**src/hdl/dsk_map.svh**
```systemverilog
// Constants for the disk controller status and abort block.
// Assumes a 32-bit APB master and a media engine that reports sequencing events.
`ifndef DSK_MAP_SVH
`define DSK_MAP_SVH
// ==========================================================
// Register offsets
`define DSK_OFF_CMD     8'h00
`define DSK_OFF_DATA    8'h04
// ==========================================================
// Command opcodes (upper nibble)
`define DSK_OP_RD_SEC0  4'h8
`define DSK_OP_RD_SEC1  4'h9
`define DSK_OP_WR_SEC0  4'hA
`define DSK_OP_WR_SEC1  4'hB
`define DSK_OP_RD_ADDR  4'hC
`define DSK_OP_ABORT    4'hD
`define DSK_OP_RD_TRK   4'hE
`define DSK_OP_WR_TRK   4'hF
// ==========================================================
// Track write patterns and clock marks
`define DSK_PAT_CRC     8'hF7
`define DSK_PAT_DAM_LO  8'hF8
`define DSK_PAT_DAM_HI  8'hFB
`define DSK_PAT_INDEX   8'hFC
`define DSK_PAT_SPARE   8'hFD
`define DSK_PAT_IDAM    8'hFE
`define DSK_CLK_NORM    8'hFF
`define DSK_CLK_MARK    8'hC7
`define DSK_CLK_INDEX   8'hD7
`define DSK_CRC_INIT    16'hFFFF
`define DSK_CRC_POLY    16'h1021
`endif

```
**src/hdl/dsk_pkg.sv**
```systemverilog
// Types for the disk controller status and abort block.
// Assumes dsk_map.svh supplies the numeric constants.
package dsk_pkg;
	typedef enum logic [3:0] {
		DSK_IDLE     = 4'b0001,
		DSK_BUSY     = 4'b0010,
		DSK_TRK_WAIT = 4'b0100,
		DSK_TRK_RUN  = 4'b1000
	} dsk_state_e;
	typedef enum logic [2:0] {
		DSK_T_POS, DSK_T_RD_ADDR, DSK_T_RD_SEC, DSK_T_RD_TRK, DSK_T_WR_SEC, DSK_T_WR_TRK
	} dsk_type_e;
endpackage

```
**src/hdl/dsk_ctrl.sv**
```systemverilog
// Disk controller command, abort, status and track-write encoder.
// Assumes an APB master, synchronous drive inputs and an engine giving done/byte ticks.
`timescale 1ns/10ps
`include "dsk_map.svh"
module dsk_ctrl
	import dsk_pkg::*;
(
	input  wire logic        clk_in,              // 100 MHz clock
	input  wire logic        rst_n_in,            // Synchronous reset, active low
	input  wire logic        ce_in,               // Clock enable, freezes state when low
	input  wire logic        psel_in,             // APB select
	input  wire logic        penable_in,          // APB enable
	input  wire logic        pwrite_in,           // APB direction
	input  wire logic [7:0]  paddr_in,            // APB byte address
	input  wire logic [31:0] pwdata_in,           // APB write data
	output logic      [31:0] prdata_out,          // APB read data
	output logic             pready_out,          // APB ready
	output logic             pslverr_out,         // APB error, unmapped address
	input  wire logic        ready_in,            // Drive ready
	input  wire logic        chip_clear_in,       // Chip clear, active high
	input  wire logic        protect_sense_in,    // Track write inhibit, low blocks
	input  wire logic        protect_tab_in,      // Protect tab, low when protected
	input  wire logic        head_settle_in,      // Head settled
	input  wire logic        track_zero_in,       // Track zero, low at track 0
	input  wire logic        index_pulse_in,      // Index, low during pulse
	input  wire logic        done_in,             // Engine: command finished
	input  wire logic        seek_err_in,         // Engine: verify failed, with done
	input  wire logic        crc_err_in,          // Engine: CRC error, with done
	input  wire logic        rnf_in,              // Engine: record not found, with done
	input  wire logic        wfault_in,           // Engine: write fault, with done
	input  wire logic [1:0]  rec_type_in,         // Engine: record type, with done
	input  wire logic        byte_tick_in,        // One pulse per disk byte time
	input  wire logic [7:0]  rd_byte_in,          // Byte read from disk, with tick
	output logic             irq_out,             // Interrupt request
	output logic             byte_xfer_request_out, // Byte transfer request
	output logic             head_load_out,       // Head load
	output logic [7:0]       wr_data_out,         // Byte to write to disk
	output logic [7:0]       wr_clock_out,        // Clock pattern for that byte
	output logic             wr_strobe_out        // One-cycle pulse: byte valid
);
	// ==========================================================
	// State
	dsk_state_e  state_q, state_d;
	dsk_type_e   type_q, type_d;
	logic        busy_q, busy_d;
	logic        irq_q, irq_d;
	logic        imm_q, imm_d;
	logic [2:0]  cond_q, cond_d;
	logic        drq_q, drq_d;
	logic [7:0]  hold_q, hold_d;
	logic        lost_q, lost_d;
	logic        err4_q, err4_d;
	logic        err3_q, err3_d;
	logic        b6_q, b6_d;
	logic        b5_q, b5_d;
	logic        head_q, head_d;
	logic [15:0] crc_q, crc_d;
	logic        crc_lo_q, crc_lo_d;
	logic [7:0]  wdat_q, wdat_d;
	logic [7:0]  wclk_q, wclk_d;
	logic        wstb_q, wstb_d;
	logic        rdy_prev_q;
	logic        idx_prev_q;
	logic [31:0] prdata_q, prdata_d;

	// ==========================================================
	// Bus decode
	wire logic       setup_w    = psel_in & ~penable_in;
	wire logic       access_w   = psel_in & penable_in;
	wire logic       hit_cmd    = paddr_in == `DSK_OFF_CMD;
	wire logic       hit_data   = paddr_in == `DSK_OFF_DATA;
	wire logic       cmd_wr     = access_w & pwrite_in & hit_cmd;
	wire logic       stat_rd    = access_w & ~pwrite_in & hit_cmd;
	wire logic       data_wr    = access_w & pwrite_in & hit_data;
	wire logic       data_rd    = access_w & ~pwrite_in & hit_data;
	wire logic [7:0] cmd_byte   = pwdata_in[7:0];
	wire logic [3:0] op         = cmd_byte[7:4];
	wire logic       abort_wr   = cmd_wr & (op == `DSK_OP_ABORT);
	wire logic       other_wr   = cmd_wr & (op != `DSK_OP_ABORT);
	wire logic       rdy_rise   = ready_in & ~rdy_prev_q;
	wire logic       rdy_fall   = ~ready_in & rdy_prev_q;
	wire logic       idx_edge   = ~index_pulse_in & idx_prev_q;
	wire logic       is_read    = (type_q == DSK_T_RD_SEC) | (type_q == DSK_T_RD_ADDR)
	                              | (type_q == DSK_T_RD_TRK);
	wire logic       is_wsec    = type_q == DSK_T_WR_SEC;
	wire logic       fire_cond  = (cond_q[0] & rdy_rise) | (cond_q[1] & rdy_fall)
	                              | (cond_q[2] & idx_edge);
	wire logic       is_mark    = ((hold_q >= `DSK_PAT_DAM_LO) & (hold_q <= `DSK_PAT_DAM_HI))
	                              | (hold_q == `DSK_PAT_IDAM);
	wire logic       crc_reset  = (hold_q >= `DSK_PAT_DAM_LO) & (hold_q <= `DSK_PAT_IDAM);

	// Command type from the opcode nibble
	dsk_type_e new_type;
	always_comb
	begin
		unique case (op)
			`DSK_OP_RD_SEC0, `DSK_OP_RD_SEC1: new_type = DSK_T_RD_SEC;
			`DSK_OP_WR_SEC0, `DSK_OP_WR_SEC1: new_type = DSK_T_WR_SEC;
			`DSK_OP_RD_ADDR:                  new_type = DSK_T_RD_ADDR;
			`DSK_OP_RD_TRK:                   new_type = DSK_T_RD_TRK;
			`DSK_OP_WR_TRK:                   new_type = DSK_T_WR_TRK;
			default:                          new_type = DSK_T_POS;
		endcase
	end

	// ==========================================================
	// Status register
	logic [7:0] status_w;
	wire logic  s7_w = ~ready_in | chip_clear_in;
	always_comb
	begin
		unique case (type_q)
			DSK_T_POS:     status_w = {s7_w, ~protect_tab_in, head_q & head_settle_in,
			                           err4_q, err3_q, ~track_zero_in, ~index_pulse_in,
			                           busy_q};
			DSK_T_RD_ADDR: status_w = {s7_w, 2'b00, err4_q, err3_q, lost_q, drq_q, busy_q};
			DSK_T_RD_TRK:  status_w = {s7_w, 4'b0000, lost_q, drq_q, busy_q};
			DSK_T_WR_TRK:  status_w = {s7_w, b6_q, b5_q, 2'b00, lost_q, drq_q, busy_q};
			default:       status_w = {s7_w, b6_q, b5_q, err4_q, err3_q, lost_q, drq_q,
			                           busy_q};
		endcase
	end

	// CRC-CCITT over one byte, most significant bit first
	function automatic logic [15:0] crc_byte(input logic [15:0] c, input logic [7:0] b);
		logic [15:0] r;
		r = c;
		for (int i = 7; i >= 0; i--)
			r = {r[14:0], 1'b0} ^ ((r[15] ^ b[i]) ? `DSK_CRC_POLY : 16'h0000);
		return r;
	endfunction

	// ==========================================================
	// Next state
	always_comb
	begin
		state_d  = state_q;
		type_d   = type_q;
		busy_d   = busy_q;
		imm_d    = imm_q;
		cond_d   = cond_q;
		drq_d    = drq_q;
		hold_d   = hold_q;
		lost_d   = lost_q;
		err4_d   = err4_q;
		err3_d   = err3_q;
		b6_d     = b6_q;
		b5_d     = b5_q;
		head_d   = head_q;
		crc_d    = crc_q;
		crc_lo_d = crc_lo_q;
		wdat_d   = wdat_q;
		wclk_d   = wclk_q;
		wstb_d   = 1'b0;
		prdata_d = prdata_q;
		// Reading status or writing a command acknowledges a pending interrupt; a set wins below
		irq_d    = irq_q & ~stat_rd & ~cmd_wr;
		if (setup_w && !pwrite_in)
			prdata_d = hit_cmd ? {24'h00_0000, status_w} : (hit_data ? {24'h00_0000, hold_q}
			           : 32'h0000_0000);
		if (data_wr)
		begin
			hold_d = pwdata_in[7:0];
			if (!is_read)
				drq_d = 1'b0;
		end
		if (data_rd && is_read)
			drq_d = 1'b0;
		if (fire_cond)
			irq_d = 1'b1;
		// Byte time handling for transfers
		if (byte_tick_in && busy_q && state_q == DSK_BUSY && is_read)
		begin
			hold_d = rd_byte_in;
			drq_d  = 1'b1;
			if (drq_q)
				lost_d = 1'b1;
		end
		if (byte_tick_in && ((busy_q && state_q == DSK_BUSY && is_wsec)
		    || state_q == DSK_TRK_RUN))
		begin
			wstb_d = 1'b1;
			wclk_d = `DSK_CLK_NORM;
			drq_d  = 1'b1;
			if (crc_lo_q)
			begin
				wdat_d   = crc_q[7:0];
				crc_lo_d = 1'b0;
				drq_d    = drq_q;
			end
			else if (drq_q)
			begin
				wdat_d = 8'h00;
				lost_d = 1'b1;
				crc_d  = crc_byte(crc_q, 8'h00);
			end
			else if (state_q == DSK_TRK_RUN && hold_q == `DSK_PAT_CRC)
			begin
				wdat_d   = crc_q[15:8];
				crc_lo_d = 1'b1;
				// F7 is consumed here, so the request raised above stays up for the next byte
			end
			else
			begin
				wdat_d = hold_q;
				crc_d  = crc_byte(crc_q, hold_q);
				if (state_q == DSK_TRK_RUN)
				begin
					if (crc_reset)
						crc_d = crc_byte(`DSK_CRC_INIT, hold_q);
					if (is_mark)
						wclk_d = `DSK_CLK_MARK;
					else if (hold_q == `DSK_PAT_INDEX)
						wclk_d = `DSK_CLK_INDEX;
					// Spare FD falls through with the normal clock
				end
			end
		end
		// Sequencing
		unique case (state_q)
			DSK_IDLE: ;
			DSK_BUSY:
				if (done_in)
				begin
					busy_d  = 1'b0;
					state_d = DSK_IDLE;
					irq_d   = 1'b1;
					err4_d  = (type_q == DSK_T_POS) ? seek_err_in : rnf_in;
					err3_d  = crc_err_in;
					b6_d    = (type_q == DSK_T_RD_SEC) ? rec_type_in[1] : b6_q;
					b5_d    = (type_q == DSK_T_RD_SEC) ? rec_type_in[0] : wfault_in;
					drq_d   = 1'b0;
				end
			DSK_TRK_WAIT:
				if (idx_edge)
				begin
					if (drq_q)
					begin
						lost_d  = 1'b1;
						busy_d  = 1'b0;
						state_d = DSK_IDLE;
						irq_d   = 1'b1;
						drq_d   = 1'b0;
					end
					else
					begin
						state_d = DSK_TRK_RUN;
						crc_d   = `DSK_CRC_INIT;
					end
				end
			DSK_TRK_RUN:
				if (idx_edge)
				begin
					busy_d  = 1'b0;
					state_d = DSK_IDLE;
					irq_d   = 1'b1;
					drq_d   = 1'b0;
				end
		endcase
		// Commands after sequencing, so they take priority over engine events; chip clear wins over both
		if (abort_wr)
		begin
			state_d  = DSK_IDLE;
			busy_d   = 1'b0;
			cond_d   = cmd_byte[2:0];
			imm_d    = cmd_byte[3];
			crc_lo_d = 1'b0;
			if (!busy_q)
			begin
				type_d = DSK_T_POS;
				err4_d = 1'b0;
				err3_d = 1'b0;
				drq_d  = 1'b0;
				lost_d = 1'b0;
			end
		end
		else if (other_wr)
		begin
			type_d   = new_type;
			cond_d   = 3'b000;
			err4_d   = 1'b0;
			err3_d   = 1'b0;
			b6_d     = 1'b0;
			b5_d     = 1'b0;
			lost_d   = 1'b0;
			drq_d    = 1'b0;
			crc_lo_d = 1'b0;
			head_d   = 1'b1;
			busy_d   = 1'b1;
			state_d  = DSK_BUSY;
			if (new_type != DSK_T_POS && !ready_in)
			begin
				busy_d  = 1'b0;
				state_d = DSK_IDLE;
				irq_d   = 1'b1;
			end
			else if (new_type == DSK_T_WR_TRK && !protect_sense_in)
			begin
				busy_d  = 1'b0;
				state_d = DSK_IDLE;
				b6_d    = 1'b1;
				irq_d   = 1'b1;
			end
			else if (new_type == DSK_T_WR_TRK)
			begin
				state_d = DSK_TRK_WAIT;
				drq_d   = 1'b1;
			end
			else if (new_type == DSK_T_WR_SEC)
				drq_d = 1'b1;
		end
		if (chip_clear_in)
		begin
			busy_d  = 1'b0;
			state_d = DSK_IDLE;
			head_d  = 1'b0;
		end
	end

	// ==========================================================
	// Registers
	always_ff @(posedge clk_in)
	begin
		if (!rst_n_in)
		begin
			state_q <= DSK_IDLE;
			type_q  <= DSK_T_POS;
			{busy_q, irq_q, imm_q, drq_q, lost_q, err4_q, err3_q} <= 7'b000_0000;
			{b6_q, b5_q, head_q, crc_lo_q, wstb_q} <= 5'b0_0000;
			{rdy_prev_q, idx_prev_q} <= {ready_in, index_pulse_in};
			cond_q   <= 3'b000;
			hold_q   <= 8'h00;
			crc_q    <= `DSK_CRC_INIT;
			wdat_q   <= 8'h00;
			wclk_q   <= `DSK_CLK_NORM;
			prdata_q <= 32'h0000_0000;
		end
		else if (ce_in)
		begin
			state_q <= state_d;
			type_q  <= type_d;
			{busy_q, irq_q, imm_q, drq_q, lost_q, err4_q, err3_q} <=
				{busy_d, irq_d, imm_d, drq_d, lost_d, err4_d, err3_d};
			{b6_q, b5_q, head_q, crc_lo_q, wstb_q} <= {b6_d, b5_d, head_d, crc_lo_d, wstb_d};
			{rdy_prev_q, idx_prev_q} <= {ready_in, index_pulse_in};
			cond_q   <= cond_d;
			hold_q   <= hold_d;
			crc_q    <= crc_d;
			wdat_q   <= wdat_d;
			wclk_q   <= wclk_d;
			prdata_q <= prdata_d;
		end
	end

	assign prdata_out            = prdata_q;
	assign pready_out            = 1'b1;
	assign pslverr_out           = access_w & ~hit_cmd & ~hit_data;
	assign irq_out               = irq_q | imm_q;
	assign byte_xfer_request_out = drq_q;
	assign head_load_out         = head_q;
	assign wr_data_out           = wdat_q;
	assign wr_clock_out          = wclk_q;
	assign wr_strobe_out         = wstb_q;
endmodule // dsk_ctrl

```
**config.mk**
```make
export PLATFORM = sky130hd
export DESIGN_NAME = dsk_ctrl
export DESIGN_NICKNAME = d
export VERILOG_FILES = /design/src/hdl/dsk_pkg.sv /design/src/hdl/dsk_ctrl.sv
export VERILOG_INCLUDE_DIRS = /design/src /design/src/hdl
export SDC_FILE = /design/constraint.sdc
export NUM_CORES = 1
export LEC_CHECK = 0
export BUFFER_PORTS_ARGS = -buffer_cell sky130_fd_sc_hd__buf_2
export CAP_MARGIN = 20
export CORE_MARGIN = 3
export CORE_UTILIZATION = 45
export CTS_BUF_LIST = sky130_fd_sc_hd__clkbuf_16
export DETAILED_ROUTE_END_ITERATION = 10
export PLACE_DENSITY = 0.7
export SLEW_MARGIN = 20
export SYNTH_ARGS = -nofsm -noshare
export SYNTH_HDL_FRONTEND = slang
export SYNTH_SLANG_ARGS = --single-unit
```
**constraint.sdc**
```tcl
create_clock -name clk_in -period 7.3 [get_ports clk_in]
set_input_delay 1.095 -clock clk_in [delete_from_list [all_inputs] [get_ports clk_in]]
set_output_delay 1.095 -clock clk_in [all_outputs]
set_load 0.01 [all_outputs]
```
## Word level (Yosys, flattened, before mapping)

Cells that the tools add are included.

- Bits in latches: 0
- ROM bits: 0
- Flip-flop bits (word level): 96
- Memories: 0
- Word-level logic and storage cells: 320
- Bits in writable memories: 0

- Eq/ne operators: 30
- Div/mod/pow operators: 0
- Order comparisons: 3
- Multiplexer cells: 150
- Multiply operators: 0
- Bitwise operators: 80
- Shift operators: 0
- Add/subtract/negate cells: 0
- Reduce and logical (&&, ||, !) cells: 35

Operators with widths:

| operator | number |
|---|---|
| $xor 16x13->16 | 23 |
| $mux 13 | 24 |
| $mux 16 | 9 |
| $mux 1 | 83 |
| $mux 8 | 7 |
| $eq 4x4->1 const B | 9 |
| $mux 6 | 6 |
| $mux 4 | 7 |
| $pmux 7 s4 | 1 |
| $eq 8x8->1 const B | 3 |
| $mux 3 | 8 |
| $and 1x1->1 | 23 |
| $ne 5x5->1 const B | 4 |
| $le 8x8->1 const B | 2 |
| $not 12->15 | 1 |
| $pmux 3 s5 | 1 |
| $xor 1x1->1 | 15 |
| $eq 3x3->1 const B | 4 |
| $pmux 4 s3 | 1 |
| $reduce_and 2->1 | 6 |
| $logic_and 1x1->1 | 11 |
| $not 1->1 | 11 |
| $pmux 1 s3 | 3 |
| $eq 8x3->1 const B | 1 |
| 20 further kinds | 35 |

## Logic depth before layout (Yosys ltp)

- Depth after elaboration: 33
- Mapped depth: 8
- Depth with buffers taken out: 5

## Least setup slack after synthesis

OpenSTA, ideal clock, no wires.

- Path kind: input to output
- Start: input paddr_in[1]
- End: output pslverr_out
- Cell stages on the path: 2
- Buffers on the path: 0
- Data arrival time: 1.754 ns
- Path slack: 4.451 ns
- Cell sequence: nor4_2 a21oi_1

- Cells in the longest elaborated chain, start to end: 4

Ends and longest elaborated chain:

| what | line | text |
|---|---|---|
| start: declaration | dsk_ctrl.sv:14 | `input wire logic [7:0] paddr_in,` |
| $logic_not 8->1 (no line) | -- |  |
| $not 1->1 | dsk_ctrl.sv:357 | `assign pslverr_out = access_w & ~hit_cmd & ~hit_data;` |
| $and 1x1->1 | dsk_ctrl.sv:357 |  |
| $and 1x1->1 (*) | dsk_ctrl.sv:357 |  |
| end: declaration | dsk_ctrl.sv:18 | `output logic pslverr_out,` |

Mark *: on every way between the ends. The rest lies on a longest branch, timed or not.

## Final worst setup path

Ends and elaborated chain as after synthesis.

==> flow_metrics.tcl <==
set metrics [dict create \
    cts_tree "done" \
    maxUsedRoutingLayer "met4" \
    critPathMaxStageDelay_ns 0.62 \
    grt_usage_pct 24.0 \
    async_reset_ff_share_pct 0 \
    power_density_mw_per_mm2 191 \
    boundaryPins 123 \
    grt_pass1_wl_um 21600 \
    worst_pin_slew_ns 0.964 \
    wl_um 13500 \
    end_kind "primary output" \
    clkLatencyLatePin_ns 0.33 \
    worst_ep_arrival_time_ns 2.12 \
    rsz0062_at_grt "no" \
    syn_area_per_cell_um2 7.98 \
    drv_slew 0 \
    synth_top_area_share_pct 28.5 \
    core_mm2 0.00946 \
    setup_viol 0 \
    worstPathRequired_ns 6.20 \
    hp-class "flip-flop to flip-flop" \
    antenna_found_initial 0 \
    period_minus_slack_ns 3.21 \
    worst-path-buf-inv 2 \
    syn_to_final_growth_pct 13.3 \
    final_nets 667 \
    antennaDiodeCount 0 \
    synth_cells 563 \
    num_rows 35 \
    dp_hpwl_um 9630 \
    setup_tns_ns 0 \
    power_leakage_uw 0.00201 \
    drv_cap 0 \
    crit_chain "buf_2, nor4_2, a21oi_1, buf_2" \
    synth-edff-count 2 \
    grt_max_degree 33 \
    post_cts_buffers 0 \
    worstSetupPathType "input pin to primary output" \
    cp_max_fo 8 \
    cts-resized-gates 0 \
    grt_overflow_total 0 \
    ant_nets 0 \
    synthTopCellsByCount "64 x dfxtp_1, 59 x nor2_1, 40 x a21oi_1, 34 x nand2_1, 33 x clkbuf_1" \
    synthFlopType "dfxtp_1" \
    route.detailed.drc 0 \
    cp_common_cell "buf_2" \
    crit_path_top_delay_cell "nor4_2" \
    ys_types 77 \
    initial_utilization_pct 47.5 \
    slew_headroom_pct 35.2 \
    hold_buffers 0 \
    portBuffers 68 \
    yosysTopAreaCell "dfxtp_1" \
    cts_sinks 66 \
    finalCritPeriodShare_pct 44.0 \
    dieArea_mm2 0.0112 \
    hold_viol_final 0 \
    clockRootBuffer "clkbuf_16" \
    die_x_um 106 \
    gp_congestion 0.948 \
    synthTopCellsByArea "dfxtp_1 29%, buf_4 5.2%, nor2_1 4.9%" \
    cp-start-kind "input pin" \
    wl_met2_um 6350 \
    numCtsBuffers 9 \
    via_per_inst 6.17 \
    total_power_uw 970 \
    synth_warnings 0 \
    regToRegSetupSlack_ns 4.09 \
    wl_met3_um 1280 \
    grt_pass1_vias 4164 \
    yosysSeqAreaShare_pct 29.9 \
    cts_htree_levels 3 \
    clock_skew_ns 0.00823 \
    fmaxAchievable_ghz 0.311 \
    met1_length_um 5710 \
    ir_worst_vdd_mv 0.126 \
    wl_per_cell_um 18.4 \
    netlist_area_mm2 0.00449 \
    vias 4518 \
    die_h_um 106 \
    crit_family "simple AND/OR/NAND/NOR gates" \
    synth.most_common_cell "dfxtp_1" \
    drive_above_1_share_pct 17.6 \
    firstDrtPassIters 5 \
    status "finished, final reports clean" \
    ys_ff_latch 66 \
    first_iter_violations 507 \
    clockBufferDepth 2 \
    clkTransAtPathRegs_ns 0.05 \
]
==> sequential cells by signal (all words and copies together) (netlist names), 2 cells and up <==
name	cells
crc_q	16
type_q	3
hold_q	8
cond_q	3
wr_data_out	8
prdata_out	8
state_q	4
wr_clock_out	2
==> cell type report <==
type | instances | area [um^2]
Sequential cell | 66 | 1340
Clock buffer | 9 | 225
Fill cell | 889 | 4370
Inverter | 14 | 52.6
Multi-Input combinational cell | 436 | 2800
Tap cell | 129 | 161
Clock inverter | 7 | 141
Timing Repair Buffer | 71 | 363
==> power breakdown <==
part           leakage [uW]  switching (uW)  internal [uW]
Clock              0.000177             163            368
Sequential         0.000537            3.22            365
Combinational       0.00130            47.8           22.2
Total               0.00201             215            756
==> stage by stage <==
stage | hold WS (ns) | util, % | setup WS, ns | instance area [um^2] | std cells
2_1_floorplan | 0.425 | - | 4.45 | 4600 | 591
3_3_place_gp | 0.442 | 49.8 | 3.99 | 4710 | 716
3_5_place_dp | 0.445 | 49.9 | 3.87 | 4720 | 716
4_1_cts | 0.451 | 53.8 | 4.10 | 5090 | 732
5_1_grt | 0.482 | 53.8 | 3.88 | 5090 | 732
6_report | 0.453 | 53.8 | 4.09 | 5090 | 732
==> worst min-delay path, cell delays in order (launching register included) <==
cell and delay, ns:
dfxtp_1 0.30, nand2_1 0.05, a21oi_1 0.05
==> cell families after synthesis <==
family	share of synthesized area, %
AND/OR/NAND/NOR	21.2
AO/OA/AOI/OAI	26.6
buffers and inverters	10.5
flip-flops	29.9
XOR/XNOR	6.55
multiplexers	5.07
other	0.167
==> path summary, 6_finish.rpt <==
path,start,end,cells past startpoint
setup / recovery,paddr_in[1],pslverr_out,4
hold / removal,cond_q[1],cond_q[1],2
setup reg to reg,state_q[3],wr_data_out[5],5
hold reg to reg,cond_q[1],cond_q[1],2
==> cell usage in the layout (no fill, tap or decap), drive strengths merged, types with 5 or more instances in the layout <==
cell type and instances:
nand4 18, a22oi 6, inv 13, nand3 16, a21o 6, nor3 8
nor4b 5, xnor2 20, nand2b 5, buf 71, nand2 34, mux2i 16
a21oi 41, a31oi 8, a41oi 7, conb 30, xor2 11, dfxtp 64
o211ai 7, a211oi 18, nor2 59, a221oi 7, a211o 5, clkbuf 9
mux2 6, o21ai 32
==> per-layer routing <==
metal / vias to the layer above / track usage (%)
met5: - / 0
met4: 0 / 6.38
met3: 22 / 5.89
met2: 236 / 38.6
met1: 2154 / 32.2
li1: 2106 / -
(Power assumes the default switching activity.)
